==> config.mk <==
export PLATFORM = sky130hd
export DESIGN_NAME = ascr_regbank
export DESIGN_NICKNAME = d
export VERILOG_FILES = /design/src/hw/ascr_sync.v /design/src/hw/ascr_regbank.v
export VERILOG_INCLUDE_DIRS = /design/src /design/src/hw
export SDC_FILE = /design/constraint.sdc
export NUM_CORES = 1
export LEC_CHECK = 0
export ABC_AREA = 1
export BUFFER_PORTS_ARGS = -buffer_cell sky130_fd_sc_hd__buf_4
export CAP_MARGIN = 20
export CELL_PAD_IN_SITES_DETAIL_PLACEMENT = 0
export CELL_PAD_IN_SITES_GLOBAL_PLACEMENT = 2
export CORE_UTILIZATION = 34
export CTS_BUF_LIST = sky130_fd_sc_hd__clkbuf_16
export CTS_CLUSTER_SIZE = 25
export DETAILED_ROUTE_END_ITERATION = 10
export GPL_TIMING_DRIVEN = 0
export PLACE_DENSITY = 0.76
export REMOVE_ABC_BUFFERS = 1
export SETUP_SLACK_MARGIN = 0.4
export SYNTH_ARGS = -nofsm -noshare
export SYNTH_HDL_FRONTEND = slang
export SYNTH_SLANG_ARGS = --single-unit
export TNS_END_PERCENT = 30
==> constraint.sdc <==
create_clock -name sys_clk -period 1.84 [get_ports sys_clk]
set_clock_uncertainty 0.15 [all_clocks]
set_input_delay 0.552 -clock sys_clk [delete_from_list [all_inputs] [get_ports sys_clk]]
set_output_delay 0.552 -clock sys_clk [all_outputs]
set_load 0.01 [all_outputs]
==> src/hw/ascr_defs.vh <==
// Constants for the serial configuration register bank
`ifndef ASCR_DEFS_VH
`define ASCR_DEFS_VH

// Word layout
`define ASCR_WORD_BITS      5'd16
`define ASCR_CNT_W          5
`define ASCR_ADDR_MSB       15
`define ASCR_ADDR_LSB       8
`define ASCR_DATA_MSB       7
`define ASCR_DATA_LSB       0

// Register addresses
`define ASCR_A_NOISE        8'h5d
`define ASCR_A_CLKPOS       8'h62
`define ASCR_A_PFS          8'h63
`define ASCR_A_TPSEL        8'h65
`define ASCR_A_GAIN         8'h68
`define ASCR_A_PATLO        8'h69
`define ASCR_A_PATHI        8'h6a
`define ASCR_A_IFSEL        8'h6c
`define ASCR_A_REF          8'h6d
`define ASCR_A_SWRST        8'h6e
`define ASCR_A_TERM         8'h7e
`define ASCR_A_BOOST        8'h7f

// Reset values
`define ASCR_RST_ZERO       8'h00
`define ASCR_RST_CLKPOS     5'h01

// Field positions
`define ASCR_B_NOISE        0
`define ASCR_F_CLKPOS_MSB   4
`define ASCR_F_CLKPOS_LSB   0
`define ASCR_B_STANDBY      7
`define ASCR_B_FORMAT       3
`define ASCR_B_LOWSPEED     0
`define ASCR_F_TP_MSB       7
`define ASCR_F_TP_LSB       5
`define ASCR_F_GAIN_MSB     3
`define ASCR_F_GAIN_LSB     0
`define ASCR_F_IF_MSB       4
`define ASCR_F_IF_LSB       3
`define ASCR_B_REF          4
`define ASCR_B_SWRST        0
`define ASCR_F_DTERM_MSB    7
`define ASCR_F_DTERM_LSB    5
`define ASCR_F_CTERM_MSB    4
`define ASCR_F_CTERM_LSB    2
`define ASCR_F_CURR_MSB     1
`define ASCR_F_CURR_LSB     0
`define ASCR_F_BOOST_MSB    7
`define ASCR_F_BOOST_LSB    6

`endif

==> src/hw/ascr_sync.v <==
// Two-stage synchroniser for one asynchronous level
`timescale 1ns/100ps
module ascr_sync (
  sys_clk,
  rst_n,
  async_in,
  sync_out
);
  input  wire sys_clk;   // System clock
  input  wire rst_n;     // Async reset, active low
  input  wire async_in;  // Level from outside the clock domain
  output reg  sync_out;  // Synchronised level

  reg meta_reg;          // First stage, read only by second stage

  // Two flops; reset to a constant idle value of zero
  always @(posedge sys_clk or negedge rst_n) begin
    if (!rst_n) begin
      meta_reg <= 1'b0;
      sync_out <= 1'b0;
    end else begin
      meta_reg <= async_in;
      sync_out <= meta_reg;
    end
  end
endmodule

==> src/hw/ascr_regbank.v <==
// Serially programmed configuration register bank of a sampling converter
`timescale 1ns/100ps
`include "ascr_defs.vh"
module ascr_regbank (
  sys_clk,
  rst_n,
  hw_reset,
  serial_clk,
  serial_select_n,
  serial_in_line,
  low_band_noise_cancel,
  clock_placement,
  standby,
  output_number_format,
  low_speed_mode,
  test_pattern_mode,
  custom_pattern,
  fine_gain,
  output_interface,
  reference_external,
  data_termination,
  clock_termination,
  driver_current,
  current_boost,
  word_done
);
  // Clock, resets and the host serial port
  input  wire        sys_clk;               // 25 MHz system clock
  input  wire        rst_n;                 // Async reset, active low
  input  wire        hw_reset;              // Reset pin, active high, async
  input  wire        serial_clk;            // Shift clock from host
  input  wire        serial_select_n;       // Select, active low
  input  wire        serial_in_line;        // Serial data in
  // Stored configuration fields
  output reg         low_band_noise_cancel; // Noise suppression enable
  output reg  [4:0]  clock_placement;       // Output clock placement code
  output reg         standby;               // Global power-down
  output reg         output_number_format;  // 0 twos complement, 1 offset
  output reg         low_speed_mode;        // Low sampling rate mode
  output reg  [2:0]  test_pattern_mode;     // Test pattern select
  output reg  [15:0] custom_pattern;        // Custom test pattern word
  output reg  [3:0]  fine_gain;             // Fine gain code
  output reg  [1:0]  output_interface;      // Output interface select
  output reg         reference_external;    // 1 external reference
  output reg  [2:0]  data_termination;      // Data output termination
  output reg  [2:0]  clock_termination;     // Clock output termination
  output reg  [1:0]  driver_current;        // Driver current code
  output reg  [1:0]  current_boost;         // Current doubling code
  // Status
  output reg         word_done;             // Pulse: a word was taken

  // Timing: pin edges reach the logic two clocks late, a fall is seen
  // one clock after that and the word lands one clock later again, so
  // outputs move four clocks after the closing shift clock fall.
  // Limitation: each shift clock level must stand for at least three
  // system clocks, or an edge can slip between synchroniser samples.
  // Trade-off: oversampling the shift clock costs latency but keeps a
  // single clock domain and no hold-time race on the data line.

  // Synchronised pin levels
  wire sclk_s;     // Shift clock
  wire sel_act_s;  // Select, high while the host selects us
  wire sdi_s;      // Serial data
  wire hwrst_s;    // Reset pin, high while asserted

  // Shift clock; resets to its parked low level, so no false edge
  ascr_sync u_sync_sclk (
    .sys_clk  (sys_clk),
    .rst_n    (rst_n),
    .async_in (serial_clk),
    .sync_out (sclk_s)
  );

  // Select pin inverted first, so reset reads as deselected
  ascr_sync u_sync_sel (
    .sys_clk  (sys_clk),
    .rst_n    (rst_n),
    .async_in (~serial_select_n),
    .sync_out (sel_act_s)
  );

  // Data line; read only on a detected fall, long after it settled
  ascr_sync u_sync_sdi (
    .sys_clk  (sys_clk),
    .rst_n    (rst_n),
    .async_in (serial_in_line),
    .sync_out (sdi_s)
  );

  // Reset pin; a pulse shorter than two clocks may be missed
  ascr_sync u_sync_rst (
    .sys_clk  (sys_clk),
    .rst_n    (rst_n),
    .async_in (hw_reset),
    .sync_out (hwrst_s)
  );

  // Synchronised select, high while a frame is open
  wire selected = sel_act_s;

  // Shifter state
  reg                    sclk_d_reg;   // Previous synced shift clock
  reg [15:0]             shift_reg;    // Incoming word
  reg [`ASCR_CNT_W-1:0]  count_reg;    // Bits taken in this word
  reg                    load_reg;     // Full word ready to apply
  reg [`ASCR_CNT_W-1:0]  count_next;   // Next bit count
  reg                    load_next;    // Next word strobe

  // Falling edge of the shift clock while selected
  wire fall = sclk_d_reg & ~sclk_s & selected;
  wire [15:0] shift_next = {shift_reg[14:0], sdi_s};
  wire [7:0]  w_addr = shift_reg[`ASCR_ADDR_MSB:`ASCR_ADDR_LSB];
  wire [7:0]  w_data = shift_reg[`ASCR_DATA_MSB:`ASCR_DATA_LSB];

  // Bit counting; every 16th fall closes a word and restarts the count.
  // Deselect also restarts it, so the bits of a cut frame are dropped
  // and the next frame starts aligned on a fresh address byte.
  always @* begin
    count_next = count_reg;
    load_next  = 1'b0;
    if (!selected) begin
      // Frame closed: forget any partial word
      count_next = {`ASCR_CNT_W{1'b0}};
    end else if (fall) begin
      if (count_reg == `ASCR_WORD_BITS - 5'd1) begin
        // Last bit of the word: hand it over
        count_next = {`ASCR_CNT_W{1'b0}};
        load_next  = 1'b1;
      end else begin
        // Still collecting address or data bits
        count_next = count_reg + 5'd1;
      end
    end
  end

  // Shifter flops; the word stays in shift_reg while it is applied
  always @(posedge sys_clk or negedge rst_n) begin
    if (!rst_n) begin
      sclk_d_reg <= 1'b0;
      shift_reg  <= 16'h0000;
      count_reg  <= {`ASCR_CNT_W{1'b0}};
      load_reg   <= 1'b0;
    end else begin
      sclk_d_reg <= sclk_s;
      count_reg  <= count_next;
      load_reg   <= load_next;
      if (fall) begin
        // Address byte first, MSB first
        shift_reg <= shift_next;
      end
    end
  end

  // Software reset strobe from a word to the reset register
  // Limitation: the strobe lasts one cycle and nothing is kept at that
  // address, so the bit clears itself with no second write
  wire sw_reset = load_reg && (w_addr == `ASCR_A_SWRST) &&
                  w_data[`ASCR_B_SWRST];
  wire clear_all = hwrst_s | sw_reset;

  // Register bank; unused bits are not stored since the host zeroes them.
  // A clear wins over a word landing in the same cycle, so a reset word
  // or the pin never leaves a half-applied configuration behind.
  always @(posedge sys_clk or negedge rst_n) begin
    if (!rst_n) begin
      low_band_noise_cancel <= 1'b0;
      clock_placement       <= `ASCR_RST_CLKPOS;
      // Power, format and speed controls
      standby               <= 1'b0;
      output_number_format  <= 1'b0;
      low_speed_mode        <= 1'b0;
      // Pattern and gain controls
      test_pattern_mode     <= 3'h0;
      custom_pattern        <= 16'h0000;
      fine_gain             <= 4'h0;
      // Interface and reference
      output_interface      <= 2'h0;
      reference_external    <= 1'b0;
      // Driver termination and current
      data_termination      <= 3'h0;
      clock_termination     <= 3'h0;
      driver_current        <= 2'h0;
      current_boost         <= 2'h0;
      word_done             <= 1'b0;
    end else begin
      // Strobe lines up with the outputs that the word changes
      word_done <= load_reg;
      if (clear_all) begin
        // Hardware pin or self-clearing software reset
        low_band_noise_cancel <= 1'b0;
        clock_placement       <= `ASCR_RST_CLKPOS;
        // Power, format and speed controls
        standby               <= 1'b0;
        output_number_format  <= 1'b0;
        low_speed_mode        <= 1'b0;
        // Pattern and gain controls
        test_pattern_mode     <= 3'h0;
        custom_pattern        <= 16'h0000;
        fine_gain             <= 4'h0;
        // Interface and reference
        output_interface      <= 2'h0;
        reference_external    <= 1'b0;
        // Driver termination and current
        data_termination      <= 3'h0;
        clock_termination     <= 3'h0;
        driver_current        <= 2'h0;
        current_boost         <= 2'h0;
      end else if (load_reg) begin
        // All fields of one register update together
        case (w_addr)
          // Low-band noise suppression switch
          `ASCR_A_NOISE: begin
            low_band_noise_cancel <= w_data[`ASCR_B_NOISE];
          end

          // Output clock placement code
          `ASCR_A_CLKPOS: begin
            // Edge shifts per code are applied by the output clock logic
            clock_placement <=
              w_data[`ASCR_F_CLKPOS_MSB:`ASCR_F_CLKPOS_LSB];
          end

          // Standby, number format and low speed share one register
          `ASCR_A_PFS: begin
            standby              <= w_data[`ASCR_B_STANDBY];
            output_number_format <= w_data[`ASCR_B_FORMAT];
            low_speed_mode       <= w_data[`ASCR_B_LOWSPEED];
          end

          // Test pattern selection
          `ASCR_A_TPSEL: begin
            test_pattern_mode <= w_data[`ASCR_F_TP_MSB:`ASCR_F_TP_LSB];
          end

          // Fine gain code
          `ASCR_A_GAIN: begin
            fine_gain <= w_data[`ASCR_F_GAIN_MSB:`ASCR_F_GAIN_LSB];
          end

          // Custom pattern, lower byte
          `ASCR_A_PATLO: begin
            custom_pattern[7:0] <= w_data;
          end

          // Custom pattern, upper byte
          `ASCR_A_PATHI: begin
            custom_pattern[15:8] <= w_data;
          end

          // Output interface selection
          `ASCR_A_IFSEL: begin
            output_interface <= w_data[`ASCR_F_IF_MSB:`ASCR_F_IF_LSB];
          end

          // Reference mode
          `ASCR_A_REF: begin
            reference_external <= w_data[`ASCR_B_REF];
          end

          // Termination and driver current, all in one write
          `ASCR_A_TERM: begin
            data_termination  <= w_data[`ASCR_F_DTERM_MSB:`ASCR_F_DTERM_LSB];
            clock_termination <= w_data[`ASCR_F_CTERM_MSB:`ASCR_F_CTERM_LSB];
            driver_current    <= w_data[`ASCR_F_CURR_MSB:`ASCR_F_CURR_LSB];
          end

          // Current doubling code
          `ASCR_A_BOOST: begin
            current_boost <= w_data[`ASCR_F_BOOST_MSB:`ASCR_F_BOOST_LSB];
          end
          default: begin
            // Unmapped address: nothing changes
            // The reset address lands here too; its clear is handled above
          end
        endcase
      end
    end
  end
endmodule

# Yosys cells after proc, flatten, opt, wreduce, memory -nomap -nowiden
# Cells that the tools add are included.
# Widths: inputs -> output; s select.
# word_totals
wordCells,122
register_bits,77
# op_classes
eq_ne,14
n_bitwise,5
add_sub_neg,1
n_reduce_logical,25
n_mux,49
# op_table
operator,count
$eq 8x7->1 const B,12
$mux 16,2
$mux 5,6
$mux 3,9
$reduce_bool 2->1,12
$reduce_and 2->1,11
$mux 1,18
$mux 2,9
$mux 8,2
$mux 4,3
$add 5x1->5 const B,1
$eq 5x4->1 const B,1
$and 1x1->1,2
$logic_and 1x1->1,2
$ne 2x2->1 const B,1
$not 1->1,2
$or 1x1->1,1

# Depth between registers and ports, before layout
# Gate-level depths: netlist of the first run.
# depth
ltp_word,6
depth_mapped,8

# Hierarchy
# A second synthesis of the first run with hierarchy kept.
# unflattened
cells_unflattened,354
hier_area_um2,3387.0
# modules_own_cells
mod,instances,cells_per_inst,area_per_inst_um2
ascr_regbank,1,346,3186.8
ascr_sync,4,2,50.0

# Worst setup path after synthesis of the first run
# OpenSTA, ideal clock, no wires.
# synth_path
path_kind,reg2reg
from,register shift_reg[15]
to,register custom_pattern[5]
arrival_ns,1.251
n_path_buf,2
path_slack_ns,0.320
stages_incl_launch_ff,9
setup_time_ns,0.119
path_cell_list,dfrtp_1 inv_1 nand2_1 nor2_4 nand3_1 buf_6 buf_6 nand4_1 nand2_1
# synth_via
elab_chain_cells,6
# synth_rtl
item,line_no,text
"start, declared",ascr_regbank.v:103,reg [15:0] shift_reg;
"start signal, assigned",ascr_regbank.v:149,shift_reg <= shift_next;
$eq 8x7->1 (no source line),-,
$logic_and 1x1->1 (2 in series),ascr_regbank.v:157,wire sw_reset = load_reg && (w_addr == `ASCR_A_SWRST) &&
$or 1x1->1,ascr_regbank.v:159,wire clear_all = hwrst_s | sw_reset;
$reduce_bool 2->1 (no source line),-,
$reduce_and 2->1 (no source line),-,
"end signal, assigned",ascr_regbank.v:242,custom_pattern[7:0] <= w_data;
"end, declared",ascr_regbank.v:41,output reg [15:0] custom_pattern;
# Several ways; a longest one is shown, not always the timed one.
# A chain may end at the register's enable or synchronous reset.

# Worst setup path after layout of the first run
# layout_path
from,register clock_placement[0]
to,output port clock_placement[0]
# layout_rtl
item,line_no,text
"start, declared",ascr_regbank.v:36,output reg [4:0] clock_placement;
"start signal, assigned",ascr_regbank.v:167,clock_placement <= `ASCR_RST_CLKPOS;
"start signal, assigned",ascr_regbank.v:191,clock_placement <= `ASCR_RST_CLKPOS;
"start signal, assigned",ascr_regbank.v:219,clock_placement <=
# No word-level cell between the ends.

==> results.json, run 1 <==
{
  "path_class": "flop to output pin",
  "critPathBufInv": 1,
  "layout_common_cells": "88 x nand4_1, 83 x nand2_1, 77 x buf_4",
  "finalCritPeriodShare_pct": 91.1,
  "hp-class": "input port to asynchronous set/reset pin",
  "syn_to_final_growth_pct": 48.4,
  "start_kind": "flop",
  "antenna_found_initial": 0,
  "gp_congestion": 0.776,
  "avgSynthCellArea_um2": 9.09,
  "arrival_ns": 0.98,
  "drtIter0Drc": 156,
  "rr_worst_depth": 7,
  "ys_ff_latch": 77,
  "die_w_um": 102,
  "vias": 3259,
  "htree_levels": 3,
  "failed_checks": "hold timing",
  "nets": 477,
  "drt-vias-per-instance": 5.36,
  "crit_required_ns": 1.14,
  "post_route_cells_drive_above_1_share_pct": 38.5,
  "io_pins": 52,
  "clkPwrFrac_pct": 43.6,
  "finalSetupViolCount": 0,
  "cts_buffer_depth": 2,
  "worst-r2r-setup-slack_ns": 0.25,
  "finalHoldViolCount": 13,
  "cts_tree": "built",
  "sw_frac_of_total_pct": 27.1,
  "root_buffer": "clkbuf_16",
  "path_depth": 1,
  "finalWirelength_mm": 11.3,
  "power.total_w": 0.00375,
  "track_usage_pct": 23.5,
  "ys_warn_count": 0,
  "ys_seq_area_share_pct": 56.4,
  "clkSlewWorstSetupHoldPaths_ns": 0.06,
  "grt_pass1_vias": 3182,
  "rsz0062_at_grt": "yes",
  "crit_path_end_kind": "output pin",
  "slowest_stage": "dfstp_2",
  "regArea_um2": 1940,
  "nFillCells": 904,
  "fp.dieH_um": 102,
  "power_density_nw_per_um2": 738,
  "max_freq_mhz": 596,
  "power_leakage_nw": 2.32,
  "port_buffers": 51,
  "slew_viol_final": 0,
  "multi_input_comb_area_um2": 1680,
  "synth_top_cell_area_share_pct": 55.6,
  "crit_path_cell_trace": "buf_6",
  "clock_latency_ns": 0.33,
  "firstDrtPassIters": 4,
  "diodes": 0,
  "holdWs_ns": -0.0138,
  "die_area_um2": 10500,
  "synth.area.top_cells": "dfrtp_1 56%, nand4_1 16%, nand2_1 10%, nand3_1 3.1%, nor2_1 2.4%",
  "synth_cells": 376,
  "critPathMaxFanout": 2,
  "seq_power_share_pct": 50.3,
  "grt_max_degree": 78,
  "start_util_pct": 35.0,
  "net-switching-power_w": 0.00102,
  "min_period_ns": 1.68,
  "max_stage_delay_ns": 0.54,
  "grt_pass1_wl_mm": 17.9,
  "cts_buffers": 9,
  "path_delay_family": "flip-flops",
  "core_um2": 9770,
  "intPower_w": 0.00273,
  "status": "complete, but fails checks",
  "dp_cells": 537,
  "synth_area_um2": 3420,
  "ys_types": 23,
  "drv_cap": 0,
  "cts_hold_buffers": 0,
  "slew_headroom_pct": 68.7,
  "worst_slew_pin_slew_ns": 0.470,
  "drc": 0,
  "hpwl_mm": 5.53,
  "ant_nets": 0,
  "synth_area_leader_cell": "dfrtp_1",
  "ir_drop_uv": 454,
  "grt-ovfl-total": 0,
  "final_cells": 608,
  "wire_per_inst_um": 18.5,
  "rows": 36,
  "cts_sinks": 77,
  "final_common_cell": "nand4_1",
  "comb_power_share_pct": 6.1
}
## metal layers
layer	global-route usage, %	wire (um)
met5	0	0
met4	6.37	100
met3	3.83	374
met2	37.0	5530
met1	33.6	5250
## layout make-up
cell class / count / area share (%)
timing repair buffer: 97 / 18.1
tap: 133 / 3.28
clock inverter: 7 / 0.863
sequential: 77 / 38.2
clock buffer: 9 / 4.44
multi-input combinational: 261 / 33.1
timing repair inverter: 1 / 0.148
inverter: 23 / 1.90
## worst paths after layout
kind                                   endpoint            startpoint
max in group asynchronous          shift_reg[0]                 rst_n
hold / removal               clock_placement[4]                 rst_n
setup / recovery             clock_placement[0]    clock_placement[0]
setup reg to reg             clock_placement[4]         shift_reg[13]
hold reg to reg            u_sync_sclk.sync_out  u_sync_sclk.meta_reg
min in group sys_clk        u_sync_rst.meta_reg              hw_reset
## power by group through the flow
stage	Clock (W)	Sequential (W)	Combinational [W]
2_1_floorplan	0	0.00184	0.0000758
3_3_place_gp	0	0.00191	0.000139
3_5_place_dp	0	0.00191	0.000148
4_1_cts	0.00166	0.00187	0.000203
5_1_grt	0.00174	0.00189	0.000259
6_report	0.00163	0.00188	0.000230
## cells in the mapped netlist, drive strengths merged
library cell,n
nand2,92
dfrtp,76
or2,1
clkbuf,13
dfstp,1
a21oi,2
ha,1
nand4,88
xor2,1
nor2,28
buf,12
nand3,22
inv,23
xnor2,1
o21ai,15
## cell families (layout without fill, tap and decap cells)
| family | count (synthesis) | count (layout) | share of synthesized area (%) |
|---|---|---|---|
| buf+inv | 48 | 137 | 6.55 |
| compound gates | 17 | 17 | 2.49 |
| xor+xnor | 2 | 2 | 0.512 |
| flops | 77 | 77 | 56.4 |
| fa+ha+maj | 1 | 1 | 0.366 |
| simple gates | 231 | 241 | 33.7 |
## through the flow
stage / cell area (um^2) / setup TNS, ns / utilization, % / worst slack, ns
finish: 5070 / 0 / 51.9 / 0.163
global route: 5070 / 0 / 51.9 / 0.138
CTS: 4930 / 0 / 50.5 / 0.156
detailed placement: 3870 / -26.29 / 39.6 / -0.566
global placement: 3830 / -46.48 / 39.2 / -0.964
floorplan: 3280 / -8.11 / - / -0.244
## what timing repair did
action / CTS / global route
endpoints found under the setup margin: 112 / 112
gates resized for setup: 81 / 19
setup buffers: 35 / 6
cloned: 12 / 1
pin swaps: 27 / 10
Power figures use the tool's default switching activity.
==> run 2: changes to the inputs <==
BUFFER_PORTS_ARGS = not set   (was -buffer_cell sky130_fd_sc_hd__buf_4)
DONT_BUFFER_PORTS = 1   (was not set)
PLACE_DENSITY = 0.78   (was 0.76)
==> run 2 against run 1 <==
The flow still finishes with violations (hold timing); power rose by 1.6%; clock power rose by 7%; sequential share of layout area rose by 2.4 points; cell count fell by 7.4%; core utilization fell by 3.1 points; combinational power fell by 25%; global-route usage fell by 2.6 points; clock-buffer cell count did not move; fmax rose by 4.0%; non-clock buffer count fell by 41; critical path depth rose by 8; critical path type is now flop to flop.
==> results.json, run 2 (synthesis gave the netlist of run 1 again) <==
{
  "vias": 3079,
  "root_buffer": "clkbuf_16",
  "clkSlewWorstSetupHoldPaths_ns": 0.06,
  "hp-class": "input port to asynchronous set/reset pin",
  "io_pins": 52,
  "net-switching-power_w": 0.000950,
  "crit_path_cell_trace": "inv_2 -> nand2_4 -> nor2_4 -> buf_6 -> nand3_4 -> buf_6 -> buf_16 -> nand4_1 -> nand2_1",
  "slew_viol_final": 0,
  "holdWs_ns": -0.242,
  "seq_power_share_pct": 49.4,
  "nets": 432,
  "rsz0062_at_grt": "yes",
  "critPathMaxFanout": 6,
  "max_stage_delay_ns": 0.39,
  "final_common_cell": "nand4_1",
  "path_delay_family": "buffers and inverters",
  "die_area_um2": 10500,
  "arrival_ns": 1.69,
  "crit_required_ns": 1.91,
  "min_period_ns": 1.61,
  "reg2reg_from": "shift_reg[15]",
  "fp.dieH_um": 102,
  "rr_worst_depth": 9,
  "crit_path_end_kind": "flop",
  "sw_frac_of_total_pct": 25.0,
  "post_route_cells_drive_above_1_share_pct": 31.2,
  "worst-r2r-setup-slack_ns": 0.23,
  "path_class": "flop to flop",
  "cts_sinks": 77,
  "ir_drop_uv": 508,
  "clkPwrFrac_pct": 46.1,
  "rows": 36,
  "power_density_nw_per_um2": 797,
  "drc": 0,
  "path_common_cell": "buf_6",
  "slew_headroom_pct": 70.6,
  "port_buffers": 0,
  "layout_common_cells": "88 x nand4_1, 83 x nand2_1, 68 x dfrtp_1",
  "path_depth": 9,
  "intPower_w": 0.00286,
  "drtIter0Drc": 208,
  "failed_checks": "hold timing",
  "grt_pass1_vias": 2960,
  "rr_endpoint": "fine_gain[0]",
  "grt_pass1_wl_mm": 16.3,
  "syn_to_final_growth_pct": 39.6,
  "core_um2": 9770,
  "gp_congestion": 0.766,
  "drt-vias-per-instance": 5.47,
  "ant_nets": 0,
  "antenna_found_initial": 0,
  "finalSetupViolCount": 0,
  "cts_tree": "built",
  "tns_ns": 0,
  "start_kind": "flop",
  "diodes": 0,
  "grt_max_degree": 78,
  "critPathBufInv": 4,
  "grt-ovfl-total": 0,
  "hpwl_mm": 5.26,
  "slowest_stage": "dfrtp_1",
  "cts_buffer_depth": 2,
  "setup_ws_ns": 0.227,
  "preCtsSetupSlack_ns": -0.545,
  "comb_power_share_pct": 4.5,
  "cts_buffers": 9,
  "finalCritPeriodShare_pct": 87.6,
  "drv_cap": 0,
  "max_freq_mhz": 620,
  "die_w_um": 102,
  "clock_latency_ns": 0.33,
  "htree_levels": 3,
  "power_leakage_nw": 2.17,
  "track_usage_pct": 20.9,
  "status": "complete, but fails checks",
  "worst_slew_pin_slew_ns": 0.440,
  "firstDrtPassIters": 5,
  "start_util_pct": 35.0,
  "finalWirelength_mm": 10.5,
  "finalHoldViolCount": 77,
  "wire_per_inst_um": 18.6
}
## run 2: worst reg2reg max path, cell delays in order (launching register included)
cell and delay [ns]:
dfrtp_1 0.39, inv_2 0.09, nand2_4 0.07, nor2_4 0.13, buf_6 0.11, nand3_4 0.11, buf_6 0.17, buf_16 0.13
nand4_1 0.09, nand2_1 0.07
## run 2: cell type report
type / instances / area [um^2]
Fill cell: 905 / 5000
Sequential cell: 77 / 1940
Multi-Input combinational cell: 258 / 1610
Timing Repair Buffer: 56 / 678
Clock buffer: 9 / 225
Tap cell: 133 / 166
Inverter: 23 / 92.6
Clock inverter: 7 / 66.3
## run 2: per-layer routing
layer | part of all wire [%] | track usage [%] | routed length (um) | up-vias
met1 | 45 | 29.1 | 4690 | 1517
met4 | 1.2 | 5.16 | 121 | 0
met3 | 6.1 | 5.13 | 633 | 15
met5 | 0 | 0 | 0 | -
li1 | - | - | - | 1437
met2 | 48 | 32.6 | 5020 | 110
## run 2: how the worst max path moves through the flow
| stage | from | end |
|---|---|---|
| 3_5_place_dp | shift_reg[15] | custom_pattern[12] |
| 5_1_grt | shift_reg[15] | fine_gain[0] |
| 3_3_place_gp | shift_reg[0] | custom_pattern[5] |
| 2_1_floorplan | shift_reg[15] | custom_pattern[0] |
| 6_report | shift_reg[15] | fine_gain[0] |
| 4_1_cts | clock_placement[0] | clock_placement[0] |
## run 2: timing repair
action | in CTS | in global routing
setup buffers | 40 | 9
gates cloned | 10 | 1
setup endpoints to repair | 112 | 106
hold endpoints to repair | 77 | 77
pin swaps | 37 | 22
gates resized for setup | 85 | 11
## run 2: stage by stage
step	instances	utilization [%]	hold WS, ns	total power [W]	cell area, um^2
4_1_cts	553	47.5	-0.249	0.00382	4640
3_3_place_gp	484	35.3	0.108	0.00201	3450
5_1_grt	563	48.8	-0.254	0.00393	4770
2_1_floorplan	351	-	0.106	0.00192	3280
6_report	563	48.8	-0.242	0.00381	4770
3_5_place_dp	487	35.9	0.107	0.00202	3510
## run 2: power by group through the flow
stage               registers (W)  clock network [W]  logic [W]
finish                    0.00188            0.00175   0.000173
global route              0.00188            0.00185   0.000189
CTS                       0.00188            0.00178   0.000163
detailed placement        0.00191                  0   0.000102
global placement          0.00191                  0  0.0000947
floorplan                 0.00184                  0  0.0000758
